===== config.mk =====
export PLATFORM = sky130hd
export DESIGN_NAME = spgc_pin_gpio
export DESIGN_NICKNAME = d
export VERILOG_FILES = /design/src/spgc_pkg.sv /design/src/spgc_pin_gpio.sv
export VERILOG_INCLUDE_DIRS = /design/src
export SDC_FILE = /design/constraint.sdc
export NUM_CORES = 1
export LEC_CHECK = 0
export BUFFER_PORTS_ARGS = -buffer_cell sky130_fd_sc_hd__buf_2
export CAP_MARGIN = 30
export CORE_AREA = 2 2 60 62
export CTS_BUF_LIST = sky130_fd_sc_hd__clkbuf_4 sky130_fd_sc_hd__clkbuf_8
export DETAILED_ROUTE_END_ITERATION = 12
export DIE_AREA = 0 0 62 64
export MAX_ROUTING_LAYER = met4
export PLACE_DENSITY = 0.87
export SYNTH_ARGS = -nofsm -noshare
export SYNTH_HDL_FRONTEND = slang
export SYNTH_SLANG_ARGS = --single-unit

===== constraint.sdc =====
create_clock -name clk -period 3.8 [get_ports clk]
set_input_delay 0.57 -clock clk [delete_from_list [all_inputs] [get_ports clk]]
set_output_delay 0.57 -clock clk [all_outputs]
set_load 0.02 [all_outputs]

===== src/spgc_cfg.svh =====
`ifndef SPGC_CFG_SVH
`define SPGC_CFG_SVH

// ********************************************
// Register map
// ********************************************
`define SPGC_ADDR_W 8
`define SPGC_OFS_OUT_ENABLE 8'h44
`define SPGC_OFS_OUT_VALUE 8'h45
`define SPGC_OFS_IN_SAMPLE 8'h46
`define SPGC_RST_OUT_ENABLE 8'h00
`define SPGC_RST_OUT_VALUE 8'h00

// ********************************************
// Pin positions in every register
// ********************************************
`define SPGC_BIT_EXTERNAL_SIGNAL_INPUT_PIN 7
`define SPGC_BIT_CLOCK_OUTPUT_PIN 6
`define SPGC_BIT_SEL1 5
`define SPGC_BIT_SEL0 4
`define SPGC_BIT_TCK 3
`define SPGC_BIT_TMS 2
`define SPGC_BIT_TDI 1
`define SPGC_BIT_TDO 0
`define SPGC_SCAN_MASK 8'h0f

`endif


===== src/spgc_pkg.sv =====
`default_nettype none

// ********************************************
// Types shared by the pin block
// ********************************************
package spgc_pkg;
    typedef logic [7:0] spgc_byte_t;

    // Register bus request from software
    typedef struct packed {
        logic [7:0] addr;
        logic [7:0] wdata;
        logic wr;
        logic rd;
    } spgc_req_s;

    // Per-pin drive towards the pad ring
    typedef struct packed {
        spgc_byte_t value;
        spgc_byte_t enableN;
    } spgc_pad_s;
endpackage : spgc_pkg

`default_nettype wire


===== src/spgc_pin_gpio.sv =====
`include "spgc_cfg.svh"
`timescale 1ns/1ps
`default_nettype none

module spgc_pin_gpio #(
    parameter int PIN_COUNT = 8
) (
    // Clock and reset
    input wire logic clk,
    input wire logic reset_n,
    // Register port
    input wire spgc_pkg::spgc_req_s busReq,
    output var spgc_pkg::spgc_byte_t rdData,
    // Scan strap from nonvolatile configuration
    input wire logic scanActive,
    // Normal functions of the pins
    input wire logic clockFunc,
    input wire logic [3:0] scanOutFunc,
    input wire logic [3:0] scanOutEnN,
    output var logic clockFuncOn,
    // Pad ring
    input wire spgc_pkg::spgc_byte_t pin_input_sample,
    output var spgc_pkg::spgc_pad_s padDrive
);

    // ********************************************
    // Elaboration check
    // ********************************************
    if (PIN_COUNT != 8) begin : g_bad_count
        $error("Pin count must be 8");
    end

    // ********************************************
    // Behaviour notes
    // ********************************************
    // Register map, one byte each:
    //   output enable  - read/write, one bit per pin
    //   output value   - read/write, same bit order
    //   input sample   - read only, writes are dropped
    // Bit order in all three registers:
    //   7 signal input pin
    //   6 clock output pin
    //   5 select line 1 pin
    //   4 select line 0 pin
    //   3 scan clock pin
    //   2 scan mode pin
    //   1 scan data in pin
    //   0 scan data out pin
    // Timing seen from the register port:
    //   a write lands in its register at the next edge
    //   the pads follow one edge after the register
    //   read data stands only in the cycle after the strobe
    //   the input sample is one flop deep, so a read shows
    //   the pad level from one edge before the data appears
    // Limitations a user must know:
    //   the scan strap masks the scan enables but leaves the
    //   stored bits readable, so software cannot tell from a
    //   read whether its enables are in force
    //   the clock pin is always an output; enabling it only
    //   swaps the clock for the value bit
    //   pads are registered for clean timing at the ring, at
    //   the cost of one cycle of extra latency
    // Trade-off: no synchroniser on the pad inputs; the block
    // takes them as already synchronous to clk

    spgc_pkg::spgc_byte_t outEnable_reg;
    spgc_pkg::spgc_byte_t outEnable_next;
    spgc_pkg::spgc_byte_t outValue_reg;
    spgc_pkg::spgc_byte_t outValue_next;
    spgc_pkg::spgc_byte_t inSample_reg;
    spgc_pkg::spgc_byte_t rdData_next;
    spgc_pkg::spgc_pad_s pad_next;
    logic clockFuncOn_next;
    logic checkArmed_reg;

    // ********************************************
    // Register decode
    // ********************************************
    // Writes to the read-only sample address are dropped silently
    wire hitEnable = busReq.addr == `SPGC_OFS_OUT_ENABLE;
    wire hitValue = busReq.addr == `SPGC_OFS_OUT_VALUE;
    wire hitSample = busReq.addr == `SPGC_OFS_IN_SAMPLE;
    assign outEnable_next = (busReq.wr && hitEnable) ? busReq.wdata : outEnable_reg;
    assign outValue_next = (busReq.wr && hitValue) ? busReq.wdata : outValue_reg;
    // Unmapped reads return zero; data stands one cycle only
    assign rdData_next = !busReq.rd ? 8'h00 :
                         hitEnable ? outEnable_reg :
                         hitValue ? outValue_reg :
                         hitSample ? inSample_reg : 8'h00;

    // ********************************************
    // Effective enables
    // ********************************************
    // The strap masks the scan bits instead of altering the stored value
    wire [7:0] scanMask = scanActive ? `SPGC_SCAN_MASK : 8'h00;
    wire [7:0] effEnable = outEnable_reg & ~scanMask;
    assign clockFuncOn_next = !outEnable_reg[`SPGC_BIT_CLOCK_OUTPUT_PIN];

    // Per pin: register drive when enabled, else the pin's own function
    for (genvar i = 0; i < PIN_COUNT; i++) begin : g_pin
        if (i < 4) begin : g_scan
            // Scan pins fall back to the scan logic's own drive
            assign pad_next.value[i] = effEnable[i] ? outValue_reg[i] : scanOutFunc[i];
            assign pad_next.enableN[i] = effEnable[i] ? 1'b0 : scanOutEnN[i];
        end else if (i == `SPGC_BIT_CLOCK_OUTPUT_PIN) begin : g_clk
            assign pad_next.value[i] = effEnable[i] ? outValue_reg[i] : clockFunc;
            assign pad_next.enableN[i] = 1'b0;
        end else begin : g_in
            // Signal input and select straps are inputs unless enabled
            assign pad_next.value[i] = outValue_reg[i];
            assign pad_next.enableN[i] = !effEnable[i];
        end
    end

    // ********************************************
    // Registers
    // ********************************************
    // Software registers
    always_ff @(posedge clk) begin
        if (!reset_n) begin
            outEnable_reg <= `SPGC_RST_OUT_ENABLE;
            outValue_reg <= `SPGC_RST_OUT_VALUE;
        end else begin
            outEnable_reg <= outEnable_next;
            outValue_reg <= outValue_next;
        end
    end

    // Input sample and read data
    always_ff @(posedge clk) begin
        if (!reset_n) begin
            inSample_reg <= 8'h00;
            rdData <= 8'h00;
        end else begin
            inSample_reg <= pin_input_sample;
            rdData <= rdData_next;
        end
    end

    // Pad outputs come from flops; one cycle behind the registers
    always_ff @(posedge clk) begin
        if (!reset_n) begin
            padDrive <= '{value: 8'h00, enableN: 8'hbf};
            clockFuncOn <= 1'b1;
        end else begin
            padDrive <= pad_next;
            clockFuncOn <= clockFuncOn_next;
        end
    end

    // Arms the pad checks one cycle after reset; no hardware use
    always_ff @(posedge clk) begin
        if (!reset_n) begin
            checkArmed_reg <= 1'b0;
        end else begin
            checkArmed_reg <= 1'b1;
        end
    end

    // ********************************************
    // Assertions
    // ********************************************
    // Pad checks that compare with $past of scanOutEnN, scanOutFunc or clockFunc wait for checkArmed_reg,
    // so they never compare against inputs seen during reset
    a_external_signal_input_pin_drive: assert property (@(posedge clk) disable iff (!reset_n)
        $past(outEnable_reg[7]) |-> !padDrive.enableN[7])
        else $error("Signal input pin not driven when enabled");

    // Clock function stops and the value bit takes the pin
    a_clock_off: assert property (@(posedge clk) disable iff (!reset_n)
        $past(outEnable_reg[6]) |-> !clockFuncOn && padDrive.value[6] == $past(outValue_reg[6]))
        else $error("Clock output not replaced by value");

    // Both select pins become outputs together
    a_select_drive: assert property (@(posedge clk) disable iff (!reset_n)
        $past(outEnable_reg[5:4]) == 2'b11 |-> padDrive.enableN[5:4] == 2'b00)
        else $error("Select pins not driven");

    // Scan data out pin follows its value bit without the strap
    a_scan_drive: assert property (@(posedge clk) disable iff (!reset_n)
        ($past(outEnable_reg[0]) && !$past(scanActive)) |->
        !padDrive.enableN[0] && padDrive.value[0] == $past(outValue_reg[0]))
        else $error("Scan pin not driven by value");

    // Under the strap the scan logic owns all four enables
    a_strap_block: assert property (@(posedge clk) disable iff (!reset_n)
        (checkArmed_reg && $past(scanActive)) |-> padDrive.enableN[3:0] == $past(scanOutEnN))
        else $error("Scan pin enable not ignored under strap");

    // A value write lands at the next edge
    a_value_write: assert property (@(posedge clk) disable iff (!reset_n)
        (busReq.wr && hitValue) |=> outValue_reg == $past(busReq.wdata))
        else $error("Value register not written");

    // Sample read returns the flop seen with the strobe
    a_sample_read: assert property (@(posedge clk) disable iff (!reset_n)
        (busReq.rd && hitSample) |=> rdData == $past(inSample_reg))
        else $error("Sample read mismatch");

    // Signal input pin stays an input while its enable is clear
    a_idle_input: assert property (@(posedge clk) disable iff (!reset_n)
        !$past(outEnable_reg[7]) |-> padDrive.enableN[7])
        else $error("Pin driven while enable clear");

    // Read data stands one cycle only; zero otherwise
    a_read_idle: assert property (@(posedge clk) disable iff (!reset_n)
        !busReq.rd |=> rdData == 8'h00)
        else $error("Read data not zero outside a read");

    // An enable write lands at the next edge
    a_enable_write: assert property (@(posedge clk) disable iff (!reset_n)
        (busReq.wr && hitEnable) |=> outEnable_reg == $past(busReq.wdata))
        else $error("Enable register not written");

    // Writes to the sample address change no register
    a_sample_ro: assert property (@(posedge clk) disable iff (!reset_n)
        (busReq.wr && hitSample) |=>
        outEnable_reg == $past(outEnable_reg) && outValue_reg == $past(outValue_reg))
        else $error("Read-only write changed a register");

    // Enable reads show the stored bits even under the strap
    a_enable_read: assert property (@(posedge clk) disable iff (!reset_n)
        (busReq.rd && hitEnable) |=> rdData == $past(outEnable_reg))
        else $error("Enable read mismatch");

    // With the enable clear the clock function keeps the pin
    a_clock_keep: assert property (@(posedge clk) disable iff (!reset_n)
        (checkArmed_reg && !$past(outEnable_reg[6])) |->
        clockFuncOn && padDrive.value[6] == $past(clockFunc))
        else $error("Clock function lost while enable clear");

    // The clock pin is an output in both of its roles
    a_clock_driven: assert property (@(posedge clk) disable iff (!reset_n)
        !padDrive.enableN[6])
        else $error("Clock pin released");

    // Select pins released while both enables are clear
    a_select_idle: assert property (@(posedge clk) disable iff (!reset_n)
        $past(outEnable_reg[5:4]) == 2'b00 |-> padDrive.enableN[5:4] == 2'b11)
        else $error("Select pins driven while enable clear");

    // Signal input pin level comes from its value bit
    a_external_signal_input_pin_value: assert property (@(posedge clk) disable iff (!reset_n)
        $past(outEnable_reg[7]) |-> padDrive.value[7] == $past(outValue_reg[7]))
        else $error("Signal input pin level wrong");

    // Every scan pin: value drive when free, scan logic otherwise
    for (genvar j = 0; j < 4; j++) begin : g_scan_chk
        a_scan_value: assert property (@(posedge clk) disable iff (!reset_n)
            ($past(outEnable_reg[j]) && !$past(scanActive)) |->
            !padDrive.enableN[j] && padDrive.value[j] == $past(outValue_reg[j]))
            else $error("Scan pin value drive wrong");
        a_scan_fallback: assert property (@(posedge clk) disable iff (!reset_n)
            (checkArmed_reg && (!$past(outEnable_reg[j]) || $past(scanActive))) |->
            padDrive.enableN[j] == $past(scanOutEnN[j]) &&
            padDrive.value[j] == $past(scanOutFunc[j]))
            else $error("Scan pin not left to scan logic");
    end

    // Main scenarios
    c_clock_takeover: cover property (@(posedge clk) disable iff (!reset_n)
        $rose(outEnable_reg[6]) ##1 !clockFuncOn);
    c_strap_write: cover property (@(posedge clk) disable iff (!reset_n)
        scanActive && busReq.wr && hitEnable);
    c_back_to_back: cover property (@(posedge clk) disable iff (!reset_n)
        busReq.wr ##1 busReq.rd);
    c_scan_masked: cover property (@(posedge clk) disable iff (!reset_n)
        checkArmed_reg && scanActive && outEnable_reg[3:0] == 4'hf);
    c_unmapped_read: cover property (@(posedge clk) disable iff (!reset_n)
        busReq.rd && !hitEnable && !hitValue && !hitSample);

endmodule : spgc_pin_gpio

`default_nettype wire


==> results_dict.tcl, run 1 <==
set metrics [dict create \
    reg2regPathDepth 3 \
    wl_per_cell_um 12.1 \
    regMostFlops "padDrive" \
    power_density_nw_per_um2 382 \
    grt_usage 0.188 \
    r2r_setup_slack_ns 2.97 \
    finalNetCount 259 \
    maxSlewHeadroom 0.459 \
    vias 1277 \
    placedCellCount 260 \
    holdBufCountCts 0 \
    run_status "finished, final reports clean" \
    fin_crit_sh 0.540 \
    cap_violations 0 \
    clk_latency_ns 0.36 \
    synth_cell_type_count 19 \
    dieWidth_um 62 \
    hold_class "in -> reg" \
    crit_fanout 10 \
    fin_crit_ns 2.05 \
    skew_ns 0.0116 \
    finalWirelength_mm 3.24 \
    final_common_cell "buf_2" \
    slew_viol_final 0 \
    r2r-start "outEnable_reg[6]$_SDFFE_PN0P_" \
    drive_gt1_frac 0.321 \
    cts_resized 0 \
    crit_path_start "busReq[10]" \
    grt_first_pass_wirelength_mm 5.31 \
    syn_area_um2 1720 \
    syn_inst 163 \
    antenna_cells 0 \
    ant_nets 0 \
    setup_viol 0 \
    clkSinkCount 48 \
    rsz0062_at_grt "false" \
    final_hold_viol_count 0 \
    p_leak_nw 1.03 \
    timing.rr.end "rdData[6]$_SDFF_PN0_" \
    core_um2 3280 \
    syn_nets 201 \
    fp.dieH_um 64 \
    clkSlewWorstSetupHoldPaths_ns 0.12 \
    area_growth_pct 21.2 \
    endpoint "outValue_reg[1]$_SDFFE_PN0P_" \
    fin_cells 267 \
    syn_avg_cell_area_um2 10.6 \
    tightestPinTransition_ns 0.808 \
    startpoint_type "input port" \
    yosys_warnings 0 \
    clock-root-buffer "clkbuf_4" \
    largest_reg_flops 15 \
    htree_levels 2 \
    drc 0 \
    hpwl_mm 2.40 \
    required_ns 4.09 \
    timing.fmax_ghz 0.487 \
    cts_tree "yes" \
    antenna_found_initial 0 \
    first_iter_violations 43 \
    viasPerCell 4.78 \
    worst-setup-path-type "in -> reg" \
    cts_setup_buffers 0 \
    die_area_um2 3970 \
    grt_overflow 0 \
    start_util 0.525 \
    grt_pass1_vias 1311 \
    peakVddDrop_mv 0.280 \
    ctsLongestPathBuffers 2 \
    ys_seq_area_frac 0.557 \
    num_io_pins 63 \
    grt_start_max_net_pins 43 \
    ys_ff_latch 48 \
    std_cell_rows 21 \
    tns_ns 0 \
    endpoint_kind "flop" \
    nFillCells 279 \
    gp_congestion 0.763 \
    port_buffers 61 \
    cp.arrival_ns 2.34 \
    first_pass_iters 4 \
    cts_buffers 5 \
    layout_common_cells "buf_2, dfxtp_1, nand2_1, mux2i_1, and2_1" \
]
## how the worst min path moves through the flow
stage | start | endpoint | slack, ns | cells after the start
global placement | outEnable_reg[4]$_SDFFE_PN0P_ | padDrive[4]$_SDFF_PN1_ | 0.40 | 1
CTS | scanOutEnN[3] | padDrive[3]$_SDFF_PN1_ | 0.39 | 3
floorplan | outEnable_reg[4]$_SDFFE_PN0P_ | padDrive[4]$_SDFF_PN1_ | 0.38 | 1
finish | scanOutEnN[3] | padDrive[3]$_SDFF_PN1_ | 0.39 | 3
detailed placement | outEnable_reg[5]$_SDFFE_PN0P_ | padDrive[5]$_SDFF_PN1_ | 0.40 | 1
global route | scanOutEnN[0] | padDrive[0]$_SDFF_PN1_ | 0.37 | 3
## cells by family (layout without fill, tap and decap cells)
| group | count (synthesis) | after routing | synth area share |
|---|---|---|---|
| compound gates | 8 | 8 | 0.0406 |
| other cells | 1 | 1 | 0.00217 |
| buf+inv | 13 | 71 | 0.0370 |
| simple gates | 64 | 64 | 0.194 |
| mux | 29 | 29 | 0.168 |
| flops | 48 | 48 | 0.557 |
## synthesized netlist by cell type
library cell / instances / area share
buf_2: 3 / 0.0087
or4b_4: 1 / 0.0080
nand2b_1: 4 / 0.015
o2bb2ai_1: 8 / 0.041
and2_1: 16 / 0.058
nand3b_1: 1 / 0.0044
conb_1: 1 / 0.0022
dfxtp_1: 48 / 0.56
buf_6: 1 / 0.0065
nand4b_1: 1 / 0.0051
inv_1: 3 / 0.0065
nand2_1: 32 / 0.070
buf_4: 1 / 0.0044
clkbuf_1: 5 / 0.011
nor2b_1: 6 / 0.022
or4_4: 1 / 0.0065
nor2_1: 1 / 0.0022
nor3b_1: 1 / 0.0044
mux2i_1: 29 / 0.17
## where the power goes
group          total, mW  switching (mW)  leakage, nW  internal [mW]
Sequential         0.515         0.00251        0.392          0.513
Combinational     0.0619          0.0329        0.603         0.0290
Clock              0.222           0.146       0.0315         0.0755
## area by class of cell
type | count | area (um^2) | share of cell area
clock inverters | 1 | 5.00 | 0.00240
flip-flops and latches | 48 | 961 | 0.460
clock buffers | 6 | 45.0 | 0.0216
inverters | 3 | 11.3 | 0.00539
multi-input cells | 102 | 704 | 0.337
repair buffers | 61 | 305 | 0.146
well taps | 46 | 57.6 | 0.0275
## stage by stage
stage	area (um^2)	power (mW)	hold WS, ns	setup slack, ns	utilization
CTS	2090	0.806	0.386	1.77	0.636
global route	2090	0.838	0.375	1.61	0.636
floorplan	1720	0.562	0.377	1.84	-
finish	2090	0.799	0.388	1.75	0.636
detailed placement	2040	0.589	0.401	1.39	0.621
global placement	2040	0.588	0.401	1.49	0.621
## per-layer routing
| layer | up-vias | wire length [um] | GRT usage |
|---|---|---|---|
| met2 | 36 | 1600 | 0.310 |
| met1 | 576 | 1390 | 0.185 |
| li1 | 652 | - | - |
| met3 | 13 | 141 | 0.0466 |
| met4 | 0 | 112 | 0.133 |
| met5 | - | 0 | - |
## worst max-delay path, stage by stage
cell     delay [ns]
buf_2          0.19
nor2b_1        0.53
nor3b_2        0.78
mux2i_1        0.27
Power figures use the tool's default switching activity.
==> run 2: changes to the inputs <==
Settings changed: ABC_AREA set to 1, CORE_AREA 2 2 60 62 to 2 2 66 68, DIE_AREA 0 0 62 64 to 0 0 68 70, PLACE_DENSITY 0.87 to 0.81.
Clock period 3.8 ns to 2 ns, I/O delays scaled along.
==> results_dict.tcl, run 2 <==
set metrics [dict create \
    hold_class "in -> reg" \
    ys_seq_area_frac 0.479 \
    first_iter_violations 103 \
    drive_gt1_frac 0.249 \
    ant_nets 0 \
    clock-root-buffer "clkbuf_8" \
    synthArstFlopShare 0 \
    required_ns 2.19 \
    path_cells "buf_2, inv_1, nand2_1, nor2_8, nand3_4, nor2_1, nor2_1" \
    cts_buffers 5 \
    grt_pass1_vias 1615 \
    largest_reg_flops 15 \
    endpoint_kind "flop" \
    num_io_pins 63 \
    tns_ns 0 \
    worst-setup-path-type "in -> reg" \
    cts_tree "yes" \
    finalNetCount 376 \
    synthTopCellsByCount "nand2_1, inv_1, dfxtp_1, nand3_1, nor2_1" \
    gp_congestion 0.827 \
    cts_setup_buffers 0 \
    grt_start_max_net_pins 28 \
    wl_per_cell_um 10.5 \
    synth_area_leaders "dfxtp_1, nand2_1, inv_1" \
    htree_levels 2 \
    startpoint_type "input port" \
    cp.arrival_ns 1.38 \
    first_pass_iters 4 \
    critPathMostFrequentCell "nor2_1" \
    finalWirelength_mm 4.08 \
    skew_ns 0.00605 \
    cap_violations 0 \
    regMostFlops "padDrive" \
    viasPerCell 4.63 \
    die_area_um2 4760 \
    grt_overflow 0 \
    port_buffers 61 \
    setup_viol 0 \
    final_common_cell "nand2_1" \
    syn_inst 277 \
    core_um2 4140 \
    multi_input_comb_area_um2 785 \
    std_cell_rows 24 \
    syn_nets 315 \
    grt_usage 0.196 \
    grt_first_pass_wirelength_mm 7.00 \
    place_area_um2 2330 \
    hpwl_mm 3.12 \
    finalInstanceArea_um2 2410 \
    ys_ff_latch 48 \
    cpMaxStageDelayCell "nor2_8" \
    power_density_nw_per_um2 689 \
    run_status "finished, final reports clean" \
    peakVddDrop_mv 0.482 \
    critical_path.max_stage_delay_ns 0.33 \
    synth_flop_cell "dfxtp_1" \
    synth_cell_type_count 17 \
    fin_crit_sh 0.597 \
    start_util 0.484 \
    clkSlewWorstSetupHoldPaths_ns 0.08 \
    fin_crit_ns 1.19 \
    dieWidth_um 68 \
    synth-edff-count 0 \
    p_leak_nw 1.45 \
    drc 0 \
    slew_viol_final 0 \
    nFillCells 380 \
    area_growth_pct 20.0 \
    antenna_found_initial 0 \
    synth_top_area_cell "dfxtp_1" \
    rsz0062_at_grt "false" \
    yosys_warnings 0 \
    clkSinkCount 48 \
    holdBufCountCts 0 \
    cts_resized 0 \
    antenna_cells 0 \
    final_hold_viol_count 0 \
    seqCellArea_um2 961 \
    yosysMostFrequentCell "nand2_1" \
    syn_avg_cell_area_um2 7.25 \
    ctsLongestPathBuffers 2 \
    fp.dieH_um 70 \
    crit_fanout 27 \
    vias 1804 \
    syn_area_um2 2010 \
    layout_common_cells "nand2_1, buf_2, inv_1, dfxtp_1, nand3_1" \
    clk_latency_ns 0.29 \
    timing.fmax_ghz 0.838 \
    synth_top_area_share 0.479 \
]
==> run 2: per-layer routing <==
layer | wire length (um) | track usage
met1 | 1800 | 0.254
met2 | 1950 | 0.297
met3 | 243 | 0.0354
met4 | 90 | 0.0867
met5 | 0 | -
==> run 2: logic make-up (layout without fill, tap and decap cells) <==
| family | count (synthesis) | after routing | synth area share |
|---|---|---|---|
| AO/OA/AOI/OAI | 6 | 6 | 0.0150 |
| buffers and inverters | 61 | 122 | 0.130 |
| flip-flops | 48 | 48 | 0.479 |
| other | 1 | 1 | 0.00187 |
| AND/OR/NAND/NOR | 161 | 161 | 0.374 |
==> run 2: layout make-up <==
type	count	area share
clock buffer	6	0.0317
clock inverter	1	0.00208
inverter	52	0.0811
multi-input combinational	168	0.326
sequential	48	0.399
tap	52	0.0270
timing repair buffer	63	0.133
==> run 2: final timing paths <==
| path | to | slack [ns] | cells past startpoint | start |
|---|---|---|---|---|
| worst min-delay path | inSample_reg[5]$_SDFF_PN0_ | 0.19 | 3 | pin_input_sample[5] |
| worst max register to register | rdData[6]$_SDFF_PN0_ | 1.15 | 6 | outEnable_reg[6]$_SDFFE_PN0P_ |
| worst min register to register | padDrive[5]$_SDFF_PN1_ | 0.40 | 1 | outEnable_reg[5]$_SDFFE_PN0P_ |
| worst max-delay path | outValue_reg[5]$_SDFFE_PN0P_ | 0.81 | 7 | busReq[14] |
==> run 2: worst max-delay path: cells and delay by family <==
kind | cells | cell delay [ns]
buffers and inverters | 2 | 0.14
and+or+nand+nor | 5 | 0.94
==> run 2: report_power, final <==
part | switching, mW | internal, mW | total (mW)
sequential | 0.00518 | 0.974 | 0.979
combinational | 0.0868 | 0.0534 | 0.140
clock | 0.287 | 0.251 | 0.539
total | 0.379 | 1.28 | 1.66
==> run 2: stage by stage <==
step | cells | utilization | setup WS (ns) | power (mW) | hold slack [ns]
final | 390 | 0.581 | 0.806 | 1.66 | 0.188
after global routing | 390 | 0.581 | 0.641 | 1.73 | 0.190
after CTS | 390 | 0.581 | 0.798 | 1.67 | 0.186
after detailed placement | 383 | 0.561 | 0.493 | 1.14 | 0.382
after global placement | 383 | 0.561 | 0.553 | 1.14 | 0.374
after floorplan | 277 | - | 0.882 | 1.08 | 0.358
==> run 3: changes to the inputs <==
Clock period 2 ns to 1.2 ns, I/O delays scaled along.
==> results_dict.tcl, run 3 (synthesis gave the netlist of run 2 again) <==
set metrics [dict create \
    finalNetCount 379 \
    finalWirelength_mm 4.10 \
    viasPerCell 4.53 \
    slew_viol_final 0 \
    vias 1783 \
    critical_path.max_stage_delay_ns 0.32 \
    drive_gt1_frac 0.257 \
    clk_latency_ns 0.30 \
    port_buffers 61 \
    ctsLongestPathBuffers 2 \
    first_pass_iters 4 \
    timing.fmax_ghz 1.04 \
    start_util 0.484 \
    path_cells "buf_2" \
    drc 0 \
    cts_resized 0 \
    placedCellCount 386 \
    ant_nets 0 \
    gp_congestion 0.869 \
    crit_path_start "padDrive[4]$_SDFF_PN1_" \
    cp_num_cells 1 \
    cts_setup_buffers 0 \
    core_um2 4140 \
    startpoint_type "flop" \
    setup_viol 0 \
    peakVddDrop_mv 0.804 \
    grt_first_pass_wirelength_mm 6.85 \
    grt_start_max_net_pins 38 \
    reg2regPathDepth 6 \
    clkSlewWorstSetupHoldPaths_ns 0.09 \
    hold_class "in -> reg" \
    holdPathStages 3 \
    grt_overflow 0 \
    rsz0062_at_grt "false" \
    die_area_um2 4760 \
    grt_pass1_vias 1592 \
    antenna_found_initial 0 \
    hold_slack_ns 0.0514 \
    hpwl_mm 3.03 \
    std_cell_rows 24 \
    crit_fanout 1 \
    regMostFlops "padDrive" \
    power_density_nw_per_um2 1250 \
    finalInstanceArea_um2 2480 \
    layout_common_cells "nand2_1, buf_2, inv_1, dfxtp_1, nand3_1" \
    cap_violations 0 \
    endpoint_kind "primary output" \
    tns_ns 0 \
    fin_crit_sh 0.801 \
    skew_ns 0.00641 \
    finalPower_mw 3.09 \
    fin_crit_ns 0.961 \
    cpMaxStageDelayCell "dfxtp_1" \
    cts_tree "yes" \
    fp.dieH_um 70 \
    final_common_cell "nand2_1" \
    place_area_um2 2360 \
    wl_per_cell_um 10.4 \
    num_io_pins 63 \
    cts_buffers 5 \
    first_iter_violations 86 \
    holdBufCountCts 0 \
    min_from "pin_input_sample[1]" \
    critPathTopFamily "flip-flops" \
    grt_usage 0.193 \
    clock-root-buffer "clkbuf_8" \
    run_status "finished, final reports clean" \
    p_leak_nw 1.49 \
    path_buf_inv 1 \
    antenna_cells 0 \
    dieWidth_um 68 \
    htree_levels 2 \
    largest_reg_flops 15 \
    worst-setup-path-type "reg -> out" \
    area_growth_pct 23.7 \
    r2r-start "outEnable_reg[6]$_SDFFE_PN0P_" \
    fin_cells 394 \
    cp.arrival_ns 0.78 \
    final_hold_viol_count 0 \
    required_ns 1.02 \
    clkSinkCount 48 \
]
## run 3: cell count changes in the layout (fill, tap and decap cells not counted)
cell and delta:
buf_4 +2, bufinv_16 +1, clkinv_2 -1, buf_12 +1, clkbuf_8 +1, clkinv_4 +1
clkbuf_4 -1
## run 3: metal layers
metal  track usage  vias up  share of wire
met2         0.311       42           0.48
met4        0.0667        0          0.017
met1         0.237      790           0.45
met5             -        -              0
met3        0.0386        6          0.050
li1              -      945              -
## run 3: where the power goes
part	internal, mW	switching [mW]
Combinational	0.0956	0.145
Sequential	1.62	0.00915
Clock	0.681	0.537
Total	2.40	0.691
## run 3: final cells by class
| cell class | instances | area, um^2 |
|---|---|---|
| Multi-Input combinational cell | 168 | 785 |
| Tap cell | 52 | 65.1 |
| Clock buffer | 6 | 82.6 |
| Fill cell | 394 | 1660 |
| Inverter | 52 | 195 |
| Timing Repair Buffer | 66 | 355 |
| Sequential cell | 48 | 961 |
| Clock inverter | 2 | 38.8 |
## run 3: worst min-delay path: stages
cell	delay (ns)
buf_2	0.07
nand2_1	0.04
inv_1	0.04
## run 3: through the flow
stage	util	setup WS [ns]
floorplan	-	0.202
global placement	0.570	0.0162
detailed placement	0.570	-0.0176
CTS	0.599	0.232
global route	0.599	0.167
finish	0.599	0.239
## run 3: final timing paths
kind / end / slack (ns)
setup reg to reg: rdData[6]$_SDFF_PN0_ / 0.38
hold reg to reg: padDrive[4]$_SDFF_PN1_ / 0.39
hold / removal: inSample_reg[1]$_SDFF_PN0_ / 0.05
setup / recovery: padDrive[4] / 0.24
